### src/logic/arb_pkg.sv
// constants and types shared by the converter result register bank
`default_nettype none
package arb_pkg;
	localparam logic [7:0] ARB_OFS_DISABLE    = 8'h30;
	localparam logic [7:0] ARB_OFS_IIN        = 8'h31;
	localparam logic [7:0] ARB_OFS_IBAT       = 8'h33;
	localparam logic [7:0] ARB_OFS_VBUS       = 8'h35;
	localparam logic [7:0] ARB_OFS_VIN1       = 8'h37;
	localparam logic [7:0] ARB_OFS_VIN2       = 8'h39;
	localparam logic [7:0] ARB_OFS_VBAT       = 8'h3B;
	localparam logic [7:0] ARB_OFS_VSYS       = 8'h3D;
	localparam logic [7:0] ARB_OFS_TS         = 8'h3F;
	localparam logic [7:0] ARB_DISABLE_RESET  = 8'h00;
	localparam logic [7:0] ARB_DISABLE_WMASK  = 8'hF0;
	localparam int         ARB_BIT_DPLUS      = 7;
	localparam int         ARB_BIT_DMINUS     = 6;
	localparam int         ARB_BIT_IN2        = 5;
	localparam int         ARB_BIT_IN1        = 4;
	localparam logic [15:0] ARB_RESULT_RESET  = 16'h0000;
	localparam int         ARB_NUM_CH         = 8;
	localparam logic [2:0] ARB_CH_IIN         = 3'h0;
	localparam logic [2:0] ARB_CH_IBAT        = 3'h1;
	localparam logic [2:0] ARB_CH_VBUS        = 3'h2;
	localparam logic [2:0] ARB_CH_VIN1        = 3'h3;
	localparam logic [2:0] ARB_CH_VIN2        = 3'h4;
	localparam logic [2:0] ARB_CH_VBAT        = 3'h5;
	localparam logic [2:0] ARB_CH_VSYS        = 3'h6;
	localparam logic [2:0] ARB_CH_TS          = 3'h7;
	localparam logic [7:0] ARB_READ_UNMAPPED  = 8'h00;
	typedef enum logic [2:0]
	{
		ARB_IDLE = 3'b001,
		ARB_RUN  = 3'b010,
		ARB_DONE = 3'b100
	} arb_state_t;
endpackage
`default_nettype wire

### src/logic/arb_bank.sv
// converter channel-disable register and result registers with host access
`default_nettype none
module arb_bank
	import arb_pkg::*;
(
	input  wire logic        sys_clk,
	input  wire logic        rst_b,
	input  wire logic        reg_reset,
	input  wire logic        watchdog_expired,
	input  wire logic        conv_enable,
	input  wire logic        one_shot,
	input  wire logic        battery_discharge_sense_on,
	input  wire logic        forward_charging,
	input  wire logic        input_current_reverse,
	input  wire logic        sample_ready,
	input  wire logic [15:0] sample_magnitude,
	input  wire logic        dplus_sample_ready,
	input  wire logic        dminus_sample_ready,
	input  wire logic        reg_wr,
	input  wire logic        reg_rd,
	input  wire logic [7:0]  reg_addr,
	input  wire logic [7:0]  reg_wdata,
	output logic      [7:0]  reg_rdata,
	output logic             reg_rvalid,
	output logic             conv_busy,
	output logic      [2:0]  conv_channel,
	output logic             dplus_conv_off,
	output logic             dminus_conv_off
);
	typedef struct packed
	{
		logic [7:0]                   disable_reg;
		logic [ARB_NUM_CH-1:0][15:0]  result;
		logic [7:0]                   shadow_low;
		logic [7:0]                   rdata;
		logic                         rvalid;
		logic                         busy;
		logic [2:0]                   channel;
		logic                         en_master;
	} arb_bank_st_t;

	arb_bank_st_t cur;
	arb_bank_st_t next_cur;
	logic         scan_active;
	logic [2:0]   scan_ch;
	logic         scan_take;
	logic         conv_run;
	logic [15:0]  signed_iin;
	logic [15:0]  signed_ibat;
	logic         ibat_reverse;
	logic         ibat_valid;

	// maps a byte address to channel index and word half; hit low means unmapped
	function automatic logic [4:0] arb_decode(input logic [7:0] a);
		logic [4:0] r;
		r = 5'h00;
		if (a >= ARB_OFS_IIN && a <= (ARB_OFS_TS + 8'h01))
		begin
			r[4] = 1'b1;
			r[3] = a[0] ^ ARB_OFS_IIN[0];
			r[2:0] = 3'((a - ARB_OFS_IIN) >> 1);
		end
		return r;
	endfunction

	// the stored enable lags one cycle, so expiry and reset command also gate directly
	assign conv_run = cur.en_master && conv_enable && !watchdog_expired && !reg_reset;

	arb_seq u_seq
	(
		.sys_clk      (sys_clk),
		.rst_b        (rst_b),
		.conv_on      (conv_run),
		.one_shot     (one_shot),
		.sample_ready (sample_ready),
		.scan_active  (scan_active),
		.scan_ch      (scan_ch),
		.scan_take    (scan_take)
	);

	// the host-visible sign of the input current follows flow direction
	arb_sign u_sign_iin
	(
		.magnitude (sample_magnitude),
		.reverse   (input_current_reverse),
		.value     (signed_iin)
	);

	assign ibat_reverse = !forward_charging;
	assign ibat_valid = forward_charging || battery_discharge_sense_on;

	arb_sign u_sign_ibat
	(
		.magnitude (sample_magnitude),
		.reverse   (ibat_reverse),
		.value     (signed_ibat)
	);

	always_comb
	begin
		logic [4:0] dec;
		logic [15:0] word;
		dec = arb_decode(reg_addr);
		word = cur.result[dec[2:0]];
		next_cur = cur;
		next_cur.rvalid = 1'b0;
		next_cur.busy = scan_active;
		next_cur.channel = scan_ch;
		if (watchdog_expired)
			next_cur.en_master = 1'b0;
		else
			next_cur.en_master = 1'b1;
		if (scan_take)
		begin
			unique case (scan_ch)
				ARB_CH_IIN:
					next_cur.result[ARB_CH_IIN] = signed_iin;
				ARB_CH_IBAT:
				begin
					if (ibat_valid)
						next_cur.result[ARB_CH_IBAT] = signed_ibat;
				end
				ARB_CH_VIN1:
				begin
					if (!cur.disable_reg[ARB_BIT_IN1])
						next_cur.result[ARB_CH_VIN1] = sample_magnitude;
				end
				ARB_CH_VIN2:
				begin
					if (!cur.disable_reg[ARB_BIT_IN2])
						next_cur.result[ARB_CH_VIN2] = sample_magnitude;
				end
				ARB_CH_VBUS:
					next_cur.result[ARB_CH_VBUS] = sample_magnitude;
				ARB_CH_VBAT:
					next_cur.result[ARB_CH_VBAT] = sample_magnitude;
				ARB_CH_VSYS:
					next_cur.result[ARB_CH_VSYS] = sample_magnitude;
				ARB_CH_TS:
					next_cur.result[ARB_CH_TS] = sample_magnitude;
			endcase
		end
		if (reg_wr && reg_addr == ARB_OFS_DISABLE)
			next_cur.disable_reg = reg_wdata & ARB_DISABLE_WMASK;
		if (reg_rd)
		begin
			next_cur.rvalid = 1'b1;
			if (reg_addr == ARB_OFS_DISABLE)
				next_cur.rdata = cur.disable_reg & ARB_DISABLE_WMASK;
			else if (dec[4] && !dec[3])
			begin
				// high byte read freezes the low byte so the pair is coherent
				next_cur.rdata = word[15:8];
				next_cur.shadow_low = word[7:0];
			end
			else if (dec[4])
				next_cur.rdata = cur.shadow_low;
			else
				next_cur.rdata = ARB_READ_UNMAPPED;
		end
		if (reg_reset)
		begin
			next_cur.disable_reg = ARB_DISABLE_RESET;
			next_cur.en_master = 1'b0;
		end
	end

	always_ff @(posedge sys_clk)
	begin
		if (!rst_b)
		begin
			cur.disable_reg <= ARB_DISABLE_RESET;
			cur.result <= '0;
			cur.shadow_low <= 8'h00;
			cur.rdata <= 8'h00;
			cur.rvalid <= 1'b0;
			cur.busy <= 1'b0;
			cur.channel <= 3'h0;
			cur.en_master <= 1'b0;
		end
		else
			cur <= next_cur;
	end

	// the D+/D- results live elsewhere; only their off switches leave here
	logic unused_dpdm;
	assign unused_dpdm = dplus_sample_ready ^ dminus_sample_ready;

	assign reg_rdata = cur.rdata;
	assign reg_rvalid = cur.rvalid;
	assign conv_busy = cur.busy;
	assign conv_channel = cur.channel;
	assign dplus_conv_off = cur.disable_reg[ARB_BIT_DPLUS];
	assign dminus_conv_off = cur.disable_reg[ARB_BIT_DMINUS];
endmodule
`default_nettype wire

### src/logic/arb_seq.sv
// conversion sequencer: continuous or single-pass scan over all eight channels
`default_nettype none
module arb_seq
	import arb_pkg::*;
(
	input  wire logic        sys_clk,
	input  wire logic        rst_b,
	input  wire logic        conv_on,
	input  wire logic        one_shot,
	input  wire logic        sample_ready,
	output logic             scan_active,
	output logic      [2:0]  scan_ch,
	output logic             scan_take
);
	typedef struct packed
	{
		arb_state_t  state;
		logic [2:0]  ch;
	} arb_seq_st_t;
	arb_seq_st_t cur;
	arb_seq_st_t next_cur;
	always_comb
	begin
		next_cur = cur;
		scan_take = 1'b0;
		unique case (cur.state)
			ARB_IDLE:
			begin
				next_cur.ch = 3'h0;
				if (conv_on)
					next_cur.state = ARB_RUN;
			end
			ARB_RUN:
			begin
				if (!conv_on)
					next_cur.state = ARB_IDLE;
				else if (sample_ready)
				begin
					scan_take = 1'b1;
					next_cur.ch = cur.ch + 3'h1;
					if (cur.ch == 3'(ARB_NUM_CH - 1) && one_shot)
						next_cur.state = ARB_DONE;
				end
			end
			ARB_DONE:
			begin
				// a single pass ends here until the converter is switched off
				if (!conv_on)
					next_cur.state = ARB_IDLE;
			end
			default:
				next_cur.state = ARB_IDLE;
		endcase
	end
	always_ff @(posedge sys_clk)
	begin
		if (!rst_b)
		begin
			cur.state <= ARB_IDLE;
			cur.ch <= 3'h0;
		end
		else
			cur <= next_cur;
	end
	assign scan_active = (cur.state == ARB_RUN);
	assign scan_ch = cur.ch;
endmodule
`default_nettype wire

### src/logic/arb_sign.sv
// folds a magnitude and direction into a two's-complement current reading
`default_nettype none
module arb_sign
(
	input  wire logic [15:0] magnitude,
	input  wire logic        reverse,
	output logic      [15:0] value
);
	always_comb
	begin
		value = reverse ? (16'h0000 - magnitude) : magnitude;
	end
endmodule
`default_nettype wire
### config.mk
export PLATFORM = sky130hd
export DESIGN_NAME = arb_bank
export DESIGN_NICKNAME = d
export VERILOG_FILES = /design/src/logic/arb_pkg.sv /design/src/logic/arb_bank.sv /design/src/logic/arb_seq.sv /design/src/logic/arb_sign.sv
export SDC_FILE = /design/constraint.sdc
export NUM_CORES = 1
export LEC_CHECK = 0
export BUFFER_PORTS_ARGS = -buffer_cell sky130_fd_sc_hd__buf_2
export CAP_MARGIN = 5
export CORE_MARGIN = 2
export CORE_UTILIZATION = 55
export CTS_CLUSTER_SIZE = 40
export DETAILED_ROUTE_END_ITERATION = 10
export PLACE_DENSITY = 0.76
export SYNTH_ARGS = -nofsm -noshare
export SYNTH_HDL_FRONTEND = slang
export SYNTH_SLANG_ARGS = --single-unit
### constraint.sdc
create_clock -name sys_clk -period 2.5 [get_ports sys_clk]
set_input_delay 0.5 -clock sys_clk [delete_from_list [all_inputs] [get_ports sys_clk]]
set_output_delay 0.5 -clock sys_clk [all_outputs]
set_load 0.005 [all_outputs]
==> impl_results.md, run 1 <==
- Status: finished, final reports clean
- Top delay family on crit path: simple AND/OR/NAND/NOR gates
- Reg2reg end: cur[142]
- Hold Path Sink: dminus_conv_off
- Final wirelength: ~24000 µm
- Initial Util: 0.5635
- First-pass GRT wire length: 37660 µm
- Synth Cell Area: 0.008190 mm²
- H-tree level count: 4
- Post-CTS Hold Buffers: 0
- Max Cap Viol: 0
- Total GRT Usage: 0.3028
- Crit-path slowest cell: or4_4
- Worst Path Buf+Inv: 2
- CP Capture Type: register
- Worst-Margin Slew: about 760 ps
- Worst path arrival time: about 2600 ps
- Fin nets: 1073
- IO Count: 61
- I/O Buffers: between 50 and 60
- Remaining global-route overflow: 0
- Worst r2r src: u_seq.cur[4]
- Ys async rst share: 0
- Cts bufs inserted: 17
- Clock Path Buffers: 2
- Diode count: 0
- Top FF cell, synth: dfxtp_1
- CP max stage delay: 550 ps
- Worst Skew: roughly 9.8 ps
- Final Util: 0.6558
- WS Path Type: in2reg
- Die width: 126.0 µm
- CP Data Required Time: about 2900 ps
- Worst R2R Path Depth: 6
- DRC: 0
- Share of cells above drive strength 1: 0.1775
- Hold slack: approximately 320 ps
- DRT iter0 DRCs: ~850
- Final period util: 0.8764
- Max-slew headroom: 0.4948
- Via count: around 7500
- Synth Instances: between 900 and 1000
- Synth Register Bits: 160
- DP Wirelength: around 16000 µm
- Core area: 0.01453 mm²
- Peak supply drop: 521.9 µV
- Die area: approximately 0.016 mm²
- Synth top area share: 0.3911
- Rows: between 40 and 50
- Flop2flop setup slack: about 370 ps
- Area contributors post-synth: dfxtp_1 (39%), nand2_1 (7.0%), mux2i_1 (6.8%)
- DRT antenna net count: 0
- Fin crit period: around 2200 ps
- Reg clk slew, reported paths: about 60 ps
- Pleak: 3.900 nW
- Clock latency on the worst-skew pair: ~440 ps
- Initial antenna violation count: 1
- WL/cell: ~20 µm
- Seq/Total Area, Yosys: 0.3911
- Crit-path cells: buf_2 > or4_4 > or2_1 > nand2_1 > buf_4 > o221ai_1 > a31oi_1
- Post-synth EDFFs: 0
- Pre-antenna DRT Iters: 5
- Slew Viols, Final: 0
- Critical path startpoint category: input pin
- Fin. Hold Viols: 0
- CTS tree: done
- Layout area overhead: 16.38%
- Vias per Instance: 6.133
- Hold depth: 3
- Root Buffer Master: clkbuf_16
- Average size of a mapped cell: roughly 8.4 µm²
- Sink Count: between 150 and 200
- Hold Path Class: in2reg
- GP Congestion: a little over 0.9
- Vias in the first global route: 6939
- RSZ-0062 raised after global routing: no
- Post-CTS sizing: 0
- Largest net degree at the start of global routing: roughly 150
- Syn. warnings: 0
- Final setup viols: 0
- Beginning of the worst hold path: reg_wdata[6]
- Synth Net Count: roughly 1000
- Postcts setup bufs: 0
- Distinct cells, synth: about 70
- Crit path max fanout: 16
- Cell Pwr Density: roughly 630 mW/mm²
- Die Height: between 100 and 150 µm
- Fmax: roughly 0.46 GHz
- Synth area leader: dfxtp_1
cell usage in the layout (no fill, tap or decap), types with 3 or more instances in the layout:
master and instances:
nor2b_1 39, and4_1 3, nand3_1 50, nor2_2 3
a21boi_0 65, and3_1 5, and2_1 6, nand2_1 153
dfxtp_1 160, ha_1 8, mux2_2 5, a2111o_1 3
a21oi_1 47, clkinvlp_4 3, buf_2 53, a21boi_1 3
a32oi_1 4, o211a_1 25, clkbuf_16 17, bufinv_16 6
o311ai_0 3, buf_4 64, nand4_1 6, o21ai_0 31
a211oi_1 7, a31o_2 6, o211ai_1 5, a31oi_1 13
nor3_1 7, nand2b_1 6, o221ai_1 15, mux2i_1 56
buf_12 6, xnor2_1 20, nor4_1 3, o2bb2ai_1 3
nor2_1 50, xor2_1 10, inv_1 14
cell type report:
cell class,instances,area [µm²]
fill,1231,5002
multi-input combinational,701,4496
sequential,160,3203
timing repair buffer,123,865.8
clock buffer,19,442.9
clock inverter,13,234.0
tap,184,230.2
inverter,15,60.06
per-layer routing:
metal  track usage  up-vias  share of wire
met3       0.06330       67          0.077
met2        0.4839      338           0.46
met4        0.1176        2          0.033
met1        0.4036     3543           0.43
li1              -     3502              -
met5             0        -        0.00050
cell usage after synthesis, types with 4 or more instances:
| master | n |
|---|---|
| dfxtp_1 | 160 |
| nand2_1 | 153 |
| clkbuf_1 | 68 |
| a21boi_0 | 65 |
| mux2i_1 | 56 |
| nor2_1 | 52 |
| nand3_1 | 50 |
| a21oi_1 | 47 |
| nor2b_1 | 39 |
| o21ai_0 | 31 |
| o211a_1 | 25 |
| xnor2_1 | 20 |
| inv_1 | 15 |
| o221ai_1 | 15 |
| buf_4 | 14 |
| a31oi_1 | 13 |
| buf_2 | 11 |
| xor2_1 | 10 |
| ha_1 | 9 |
| a211oi_1 | 7 |
| nor3_1 | 7 |
| a31o_2 | 6 |
| and2_1 | 6 |
| nand2b_1 | 6 |
| nand4_1 | 6 |
| and3_1 | 5 |
| mux2_2 | 5 |
| o211ai_1 | 5 |
| a32oi_1 | 4 |
| buf_1 | 4 |
flip-flops by register name, indices dropped and copies added (netlist names):
signal           flops
dminus_conv_off      1
u_seq.cur            3
reg_rdata            8
conv_busy            1
reg_rvalid           1
dplus_conv_off       1
u_seq.scan_ch        3
conv_channel         3
cur                139
kinds of logic after synthesis:
kind of cell	after synthesis	synth area share
AO/OA/AOI/OAI	249	0.2206
adder cells (fa/ha/maj)	9	0.01375
flip-flops	160	0.3911
XOR/XNOR	30	0.03208
AND/OR/NAND/NOR	352	0.2050
buffers and inverters	114	0.06217
multiplexers	61	0.07531
worst max-delay path by stage:
stage | depth (start not counted) | end | from | slack (ps)
final | 7 | cur[14] | reg_addr[0] | 310
after global routing | 6 | cur[142] | u_seq.cur[4] | 140
after CTS | 6 | cur[142] | u_seq.cur[4] | 360
after detailed placement | 10 | reg_rdata[2] | reg_addr[1] | -50
after global placement | 11 | reg_rdata[7] | reg_addr[0] | -30
after floorplan | 9 | cur[32] | sample_magnitude[1] | 50
through the flow:
stage	worst slack, ps	cell area (µm²)	std cells	total power [W]	setup TNS [ps]
after floorplan	49.84	8213	975	0.002908	0
after global placement	-28.96	8855	1183	0.003082	-50.23
after detailed placement	-45.64	8855	1183	0.003084	-186.2
after CTS	360.5	9532	1215	0.006025	0
after global routing	143.7	9532	1215	0.006153	0
final	309.0	9532	1215	0.006025	0
power by group:
group / switching [W] / leakage, nW / internal [W]
clock network: 0.00108 / 0.325 / 0.00190
registers: 0.00000337 / 1.29 / 0.00255
logic: 0.000291 / 2.29 / 0.000193
total: 0.00137 / 3.90 / 0.00465
worst min-delay path, cell delays in order:
cell     delay (ps)
buf_2            90
nand3_1          50
a21oi_1          50
Note: power is estimated with default switching activity, not from simulation.
==> run 2, diff against run 1 <==
Settings changed: ABC_AREA set to 1, CORE_UTILIZATION 55 to 60, PLACE_DENSITY 0.76 to 0.79.
Clock period 2.5 ns to 2.2 ns, I/O delays scaled along.
==> run 2 against run 1 <==
  * Sequential cell count unchanged
  * Global-route usage increased by 0.75 points
  * Routed wire length decreased by 10%
  * Worst setup slack got worse by 29 ps
  * Worst hold slack got worse by 130 ps
  * Clock power increased by 6%
  * Critical path depth increased by 8
  * Clock skew decreased by 3.8 ps
  * Combinational power decreased by 7.7%
  * Core utilization increased by 4.3 points
==> impl_results.md, run 2 <==
- Status: finished, final reports clean
- Rows: 42 (-4.5%)
- M1 WL: 9629 µm (-7.0%)
- Sink Count: 160 (unchanged)
- Worst-Margin Slew: 755.7 ps (-0.3039 ps)
- Largest register FFs: 139 (unchanged)
- DRC: 0 (unchanged)
- Largest net degree at the start of global routing: 64 (-57%)
- Core area: 0.01324 mm² (-8.9%)
- Postcts setup bufs: 0 (unchanged)
- Slew Viols, Final: 0 (unchanged)
- Hold depth: 2 (-1)
- GP Congestion: 0.8477 (-9.4%)
- Beginning of the worst hold path: watchdog_expired
- Fin crit period: approximately 1900 ps
- Synth Register Bits: 160 (unchanged)
- Via count: 7539 (+1.2%)
- Post-synth EDFFs: 0 (unchanged)
- WL/cell: 15.70 µm (-20%)
- Commonest cells after routing, fill and taps aside: inv_1 (167), dfxtp_1 (160), nand2_1 (146)
- Syn. warnings: 0 (unchanged)
- Post-CTS sizing: 0 (unchanged)
- Hold Path Sink: cur[0]
- P_sw: 0.001492 W (+8.6%)
- Fin nets: 1231 (+15%)
- Sequential share of power: 0.446 (+0.021)
- Clock latency on the worst-skew pair: 430 ps (about the same)
- Final wirelength: 21430 µm (-10%)
- Root Buffer Master: clkbuf_16
- Seq/Total Area, Yosys: 0.3940 (+0.002889)
- Die width: 120.4 µm (-4.5%)
- Clock group share of total power: 0.486 (-0.009)
- Combinational share of power: 0.069 (-0.011)
- Synth Net Count: 1201 (+17%)
- Most common cell in the netlist: inv_1
- Met2 WL: 9805 µm (-9.9%)
- Switching Fraction: 0.2290 (+0.001009)
- DRT iter0 DRCs: 644 (-25%)
- Synth Instances: 1146 (+18%)
- First-pass GRT wire length: 35360 µm (-6.1%)
- Max Cap Viol: 0 (unchanged)
- Vias per Instance: 5.523 (-9.9%)
- Fmax: 0.5209 GHz
- Synth top area share: 0.3940 (+0.002889)
- Cell Pwr Density: 703.9 mW/mm² (+11%)
- Highest metal used: met4
- Pre-antenna DRT Iters: 5 (unchanged)
- Multi-input logic area: 0.003752 mm² (-17%)
- Post-CTS Hold Buffers: 0 (unchanged)
- Initial Util: 0.6139 (+0.05041)
- Reg2reg end: cur[48]
- Synth Cell Area: 0.008130 mm² (-0.73%)
- Final setup viols: 0 (unchanged)
- CP Data Required Time: 2580 ps (-280 ps)
- Initial antenna violation count: 0 (-1)
- Internal power: 0.005023 W (+8.0%)
- CTS tree: done
- Peak supply drop: 618.5 µV (+19%)
- CP Capture Type: register
- Diode count: 0 (unchanged)
- Final period util: 0.8725
- Final Util: 0.6989 (+0.04307)
- Critical path startpoint category: input pin
- Clock Path Buffers: 2 (unchanged)
- DP Wirelength: 13830 µm (-15%)
- Met3 routed WL: 1497 µm (-19%)
- Placed cell count: 1333 (+13%)
- Layout area overhead: 13.84%
- Reg clk slew, reported paths: 60 ps (about the same)
- Worst r2r src: u_seq.cur[5]
- Crit path max fanout: 12 (-4)
- RSZ-0062 raised after global routing: no
- Worst path arrival time: 2300 ps (-250 ps)
- IO Count: 61 (unchanged)
- I/O Buffers: 54 (unchanged)
- Fillcell total: 1117 (-9.3%)
- Area contributors post-synth: dfxtp_1 (39%), a21oi_1 (7.9%), inv_1 (7.7%)
- Worst Skew: 6.018 ps (-3.771 ps)
- Distinct cells, synth: 42 (-38%)
- Ys async rst share: 0 (unchanged)
- Pleak: 3.776 nW (-3.2%)
- Top FF cell, synth: dfxtp_1
- WS Path Type: in2reg
- Worst R2R Path Depth: 11 (+5)
- Die area: 0.01450 mm² (-8.7%)
- Cts bufs inserted: 17 (unchanged)
- Register area: 0.003203 mm² (unchanged)
- Total GRT Usage: 0.3103 (+0.007504)
- Top cells by count, synth: inv_1 (167), dfxtp_1 (160), nand2_1 (146)
- Share of cells above drive strength 1: 0.1497 (-0.02779)
- Max-slew headroom: 0.4943 (about the same)
- Flop2flop setup slack: 370 ps (about the same)
- Average size of a mapped cell: 7.095 µm² (-16%)
- H-tree level count: 4 (unchanged)
- Hold Path Class: in2reg
- Final Non-Filler Cells: 1365 (+12%)
- Most common cell after layout, fill and taps aside: inv_1
- Remaining global-route overflow: 0 (unchanged)
- Synth area leader: dfxtp_1
- Vias in the first global route: 7055 (+1.7%)
- DRT antenna net count: 0 (unchanged)
- Fin. Hold Viols: 0 (unchanged)
- Die Height: 120.4 µm (-4.5%)
- Most flop-heavy register: cur
==> run 2: cell types whose count changed in the layout (fill, tap and decap cells not counted), sizes merged, moves of 41 or more <==
cell | previous run | this run
a21boi | 68 | 0
a21oi | 47 | 131
a211oi | 7 | 48
mux2i | 56 | 0
inv | 15 | 174
o21ai | 31 | 138
==> run 2: kinds of logic (layout without fill, tap and decap cells) <==
logic type	Yosys count	count (layout)	share of synthesized area
flip-flops	160	160	0.3940
XOR/XNOR	11	11	0.01185
adder cells (fa/ha/maj)	9	9	0.01385
buffers and inverters	271	314	0.1445
AND/OR/NAND/NOR	347	347	0.1954
AO/OA/AOI/OAI	348	348	0.2404
==> run 2: critical path: stages <==
cell and delay [ps]:
buf_2 110, inv_1 70, ha_1 210, buf_4 130
or2_2 300, nand2_2 110, nand2_4 90, buf_4 200
a21oi_1 120, o21ai_0 100, o21ai_0 110, nand2_1 80
nand3_1 110, nand2_1 60, inv_1 50
==> run 2: layout make-up <==
class / instances / area share
sequential: 160 / 0.3461
clock buffer: 22 / 0.05124
inverter: 176 / 0.07152
timing repair buffer: 106 / 0.08490
tap: 176 / 0.02379
clock inverter: 10 / 0.01703
multi-input combinational: 715 / 0.4054
==> run 2: layer usage <==
metal,GRT usage,up-vias
met1,0.4267,3379
met5,0,-
met3,0.05236,36
met4,0.1192,0
met2,0.4887,302
li1,-,3822
==> run 2: stage by stage <==
| step | power [W] | setup WS [ps] | hold WS [ps] | area (µm²) | TNS (ps) |
|---|---|---|---|---|---|
| 2_1_floorplan | 0.003243 | 1.825 | 420.5 | 8130 | 0 |
| 3_3_place_gp | 0.003399 | -63.01 | 427.2 | 8623 | -562.7 |
| 3_5_place_dp | 0.003404 | -147.6 | 432.3 | 8623 | -1309 |
| 4_1_cts | 0.006522 | 289.1 | 181.2 | 9255 | 0 |
| 5_1_grt | 0.006691 | 97.32 | 199.7 | 9255 | 0 |
| 6_report | 0.006515 | 280.4 | 195.1 | 9255 | 0 |
==> run 2: power groups by stage <==
| stage | registers, W | clock network (W) | logic (W) |
|---|---|---|---|
| 6_report | 0.00290 | 0.00316 | 0.000446 |
| 4_1_cts | 0.00290 | 0.00318 | 0.000438 |
| 5_1_grt | 0.00290 | 0.00330 | 0.000490 |
| 3_5_place_dp | 0.00297 | 0 | 0.000435 |
| 2_1_floorplan | 0.00297 | 0 | 0.000274 |
| 3_3_place_gp | 0.00297 | 0 | 0.000430 |
==> run 2: worst max path at each step <==
stage / depth (start not counted) / slack [ps] / to / startpoint
global placement: 14 / -60 / reg_rdata[3] / reg_addr[0]
detailed placement: 15 / -150 / cur[17] / reg_addr[0]
CTS: 15 / 290 / cur[17] / reg_addr[0]
global route: 11 / 100 / cur[17] / reg_addr[0]
finish: 15 / 280 / cur[17] / reg_addr[0]
floorplan: 14 / 2 / cur[16] / reg_addr[0]
==> run 3, diff against run 2 <==
Settings changed: BUFFER_PORTS_ARGS -buffer_cell sky130_fd_sc_hd__buf_2 to -buffer_cell sky130_fd_sc_hd__buf_4.
==> run 3 against run 2 <==
  * Register-to-register slack hardly changed
  * Routed wire length is 0.36% higher
  * Total power is 0.30% higher
==> impl_results.md, run 3 (same netlist as run 2, synthesis figures left out) <==
- Final wirelength: 21510 µm (+0.36%)
- Largest register FFs: 139 (unchanged)
- Die Height: 120.4 µm (unchanged)
- Final instance area: 0.009413 mm² (+1.7%)
- Most common cell after layout, fill and taps aside: inv_1
- Clock Path Buffers: 2 (unchanged)
- WL/cell: 15.73 µm (+0.14%)
- Die width: 120.4 µm (unchanged)
- Max-slew headroom: 0.6669 (+0.1726)
- Crit path max fanout: 21 (+9)
- Core area: 0.01324 mm² (unchanged)
- WS Path Type: in2reg
- Remaining global-route overflow: 0 (unchanged)
- Worst Skew: 8.694 ps (+2.676 ps)
- M1 WL: 9543 µm (-0.89%)
- Diode count: 0 (unchanged)
- Clock latency on the worst-skew pair: 430 ps (about the same)
- Crit-path slowest cell: o21ai_0
- Post-CTS sizing: 0 (unchanged)
- Crit-path cells: buf_4 > inv_1 > ha_1 > nand3b_1 > nand2_1 > nand2_2 > nand2_2 > buf_12 > o21ai_0 > o21ai_0 > nand2_1 > nand3_1 > nand2_1 > inv_1
- Reg2reg end: cur[92]
- Beginning of the worst hold path: watchdog_expired
- Via count: 7636 (+1.3%)
- CP max stage delay: 360 ps (+60 ps)
- DRT iter0 DRCs: 681 (+5.7%)
- Fin crit period: 1899 ps (-21.00 ps)
- Worst R2R Path Depth: 10 (-1)
- Area after DPL: 0.008781 mm² (+1.8%)
- IO Count: 61 (unchanged)
- Final period util: 0.8630 (-0.009544)
- Cts bufs inserted: 17 (unchanged)
- Worst-Margin Slew: 499.1 ps (-256.7 ps)
- Pre-antenna DRT Iters: 7 (+2)
- Met3 routed WL: 1737 µm (+16%)
- First-pass GRT wire length: 34980 µm (-1.1%)
- Postcts setup bufs: 0 (unchanged)
- Peak supply drop: 642.6 µV (+3.9%)
- DP Wirelength: 14080 µm (+1.8%)
- H-tree level count: 4 (unchanged)
- Initial antenna violation count: 0 (unchanged)
- DRC: 0 (unchanged)
- RSZ-0062 raised after global routing: no
- Highest metal used: met4
- Vias in the first global route: 7087 (+0.45%)
- GP Congestion: 0.8528 (+0.60%)
- I/O Buffers: 54 (unchanged)
- Largest net degree at the start of global routing: 87 (+36%)
- CP Capture Type: register
- Critical path startpoint category: input pin
- Commonest cells after routing, fill and taps aside: inv_1 (167), dfxtp_1 (160), nand2_1 (146)
- DRT antenna net count: 0 (unchanged)
- Most flop-heavy register: cur
- Fin nets: 1234 (+0.24%)
- Final setup viols: 0 (unchanged)
- Slew Viols, Final: 0 (unchanged)
- CTS tree: done
- Reg clk slew, reported paths: 60 ps (about the same)
- Worst r2r src: u_seq.cur[5]
- Rows: 42 (unchanged)
- Cell Pwr Density: 694.2 mW/mm² (-1.4%)
- Cell mode on critical path: nand2_1
- Max Cap Viol: 0 (unchanged)
- Sink Count: 160 (unchanged)
- Pleak: 3.816 nW (+1.0%)
- Share of cells above drive strength 1: 0.1518 (+0.002140)
- Die area: 0.01450 mm² (unchanged)
- Met2 WL: 9736 µm (-0.70%)
- Initial Util: 0.6139 (unchanged)
- Total GRT Usage: 0.3075 (-0.002870)
- Layout area overhead: 15.77%
- Hold Path Class: in2reg
- Critical Path Start: reg_addr[0]
- Fin. Hold Viols: 0 (unchanged)
- Overall power: 0.006534 W (+0.30%)
- Fmax: 0.5267 GHz (+1.1%)
- Vias per Instance: 5.582 (+1.1%)
- Hold Path Sink: cur[0]
- Flop2flop setup slack: 380 ps (about the same)
- Post-CTS Hold Buffers: 0 (unchanged)
- CP Data Required Time: 2530 ps (-50 ps)
- Root Buffer Master: clkbuf_16
- Hold depth: 2 (unchanged)
- Worst path arrival time: 2220 ps (-80 ps)
- Status: finished, final reports clean
-- run 3: stage by stage --
stage	setup WS [ps]	utilization	cells	hold slack, ps	setup TNS [ps]
after floorplan	1.825	-	1146	420.5	0
after CTS	354.0	0.7108	1368	171.9	0
after global routing	196.0	0.7108	1368	174.3	0
after global placement	13.27	0.6631	1336	428.3	0
after detailed placement	-62.86	0.6631	1336	432.0	-350.6
final	301.4	0.7108	1368	175.6	0
-- run 3: cell type report --
| class | count | area [µm²] |
|---|---|---|
| clock buffers | 22 | 474.2 |
| clock inverters | 10 | 157.7 |
| fillers | 1140 | 3830 |
| inverters | 176 | 661.9 |
| multi-input cells | 715 | 3752 |
| flip-flops and latches | 160 | 3203 |
| well taps | 176 | 220.2 |
| repair buffers | 109 | 943.4 |
-- run 3: routing by layer --
layer	up-vias	global-route usage
met5	-	0
met1	3483	0.4185
li1	3820	-
met3	42	0.07311
met2	291	0.4714
met4	0	0.1228
-- run 3: critical path, delay by kind of cell --
| kind | cells | cell delay, ps |
|---|---|---|
| buf+inv | 4 | 370 |
| fa+ha+maj | 1 | 230 |
| simple gates | 7 | 660 |
| compound gates | 2 | 520 |
-- run 3: report_power, final --
| group | switching (W) | internal, W | total [W] |
|---|---|---|---|
| logic | 0.000313 | 0.000160 | 0.000473 |
| clock network | 0.00117 | 0.00198 | 0.00316 |
| registers | 0.00000270 | 0.00290 | 0.00290 |
-- run 3: how the worst max path moves through the flow --
stage | to | cells past startpoint
5_1_grt | cur[16] | 14
3_3_place_gp | cur[21] | 14
6_report | cur[15] | 14
2_1_floorplan | cur[16] | 14
4_1_cts | cur[21] | 14
3_5_place_dp | cur[21] | 14
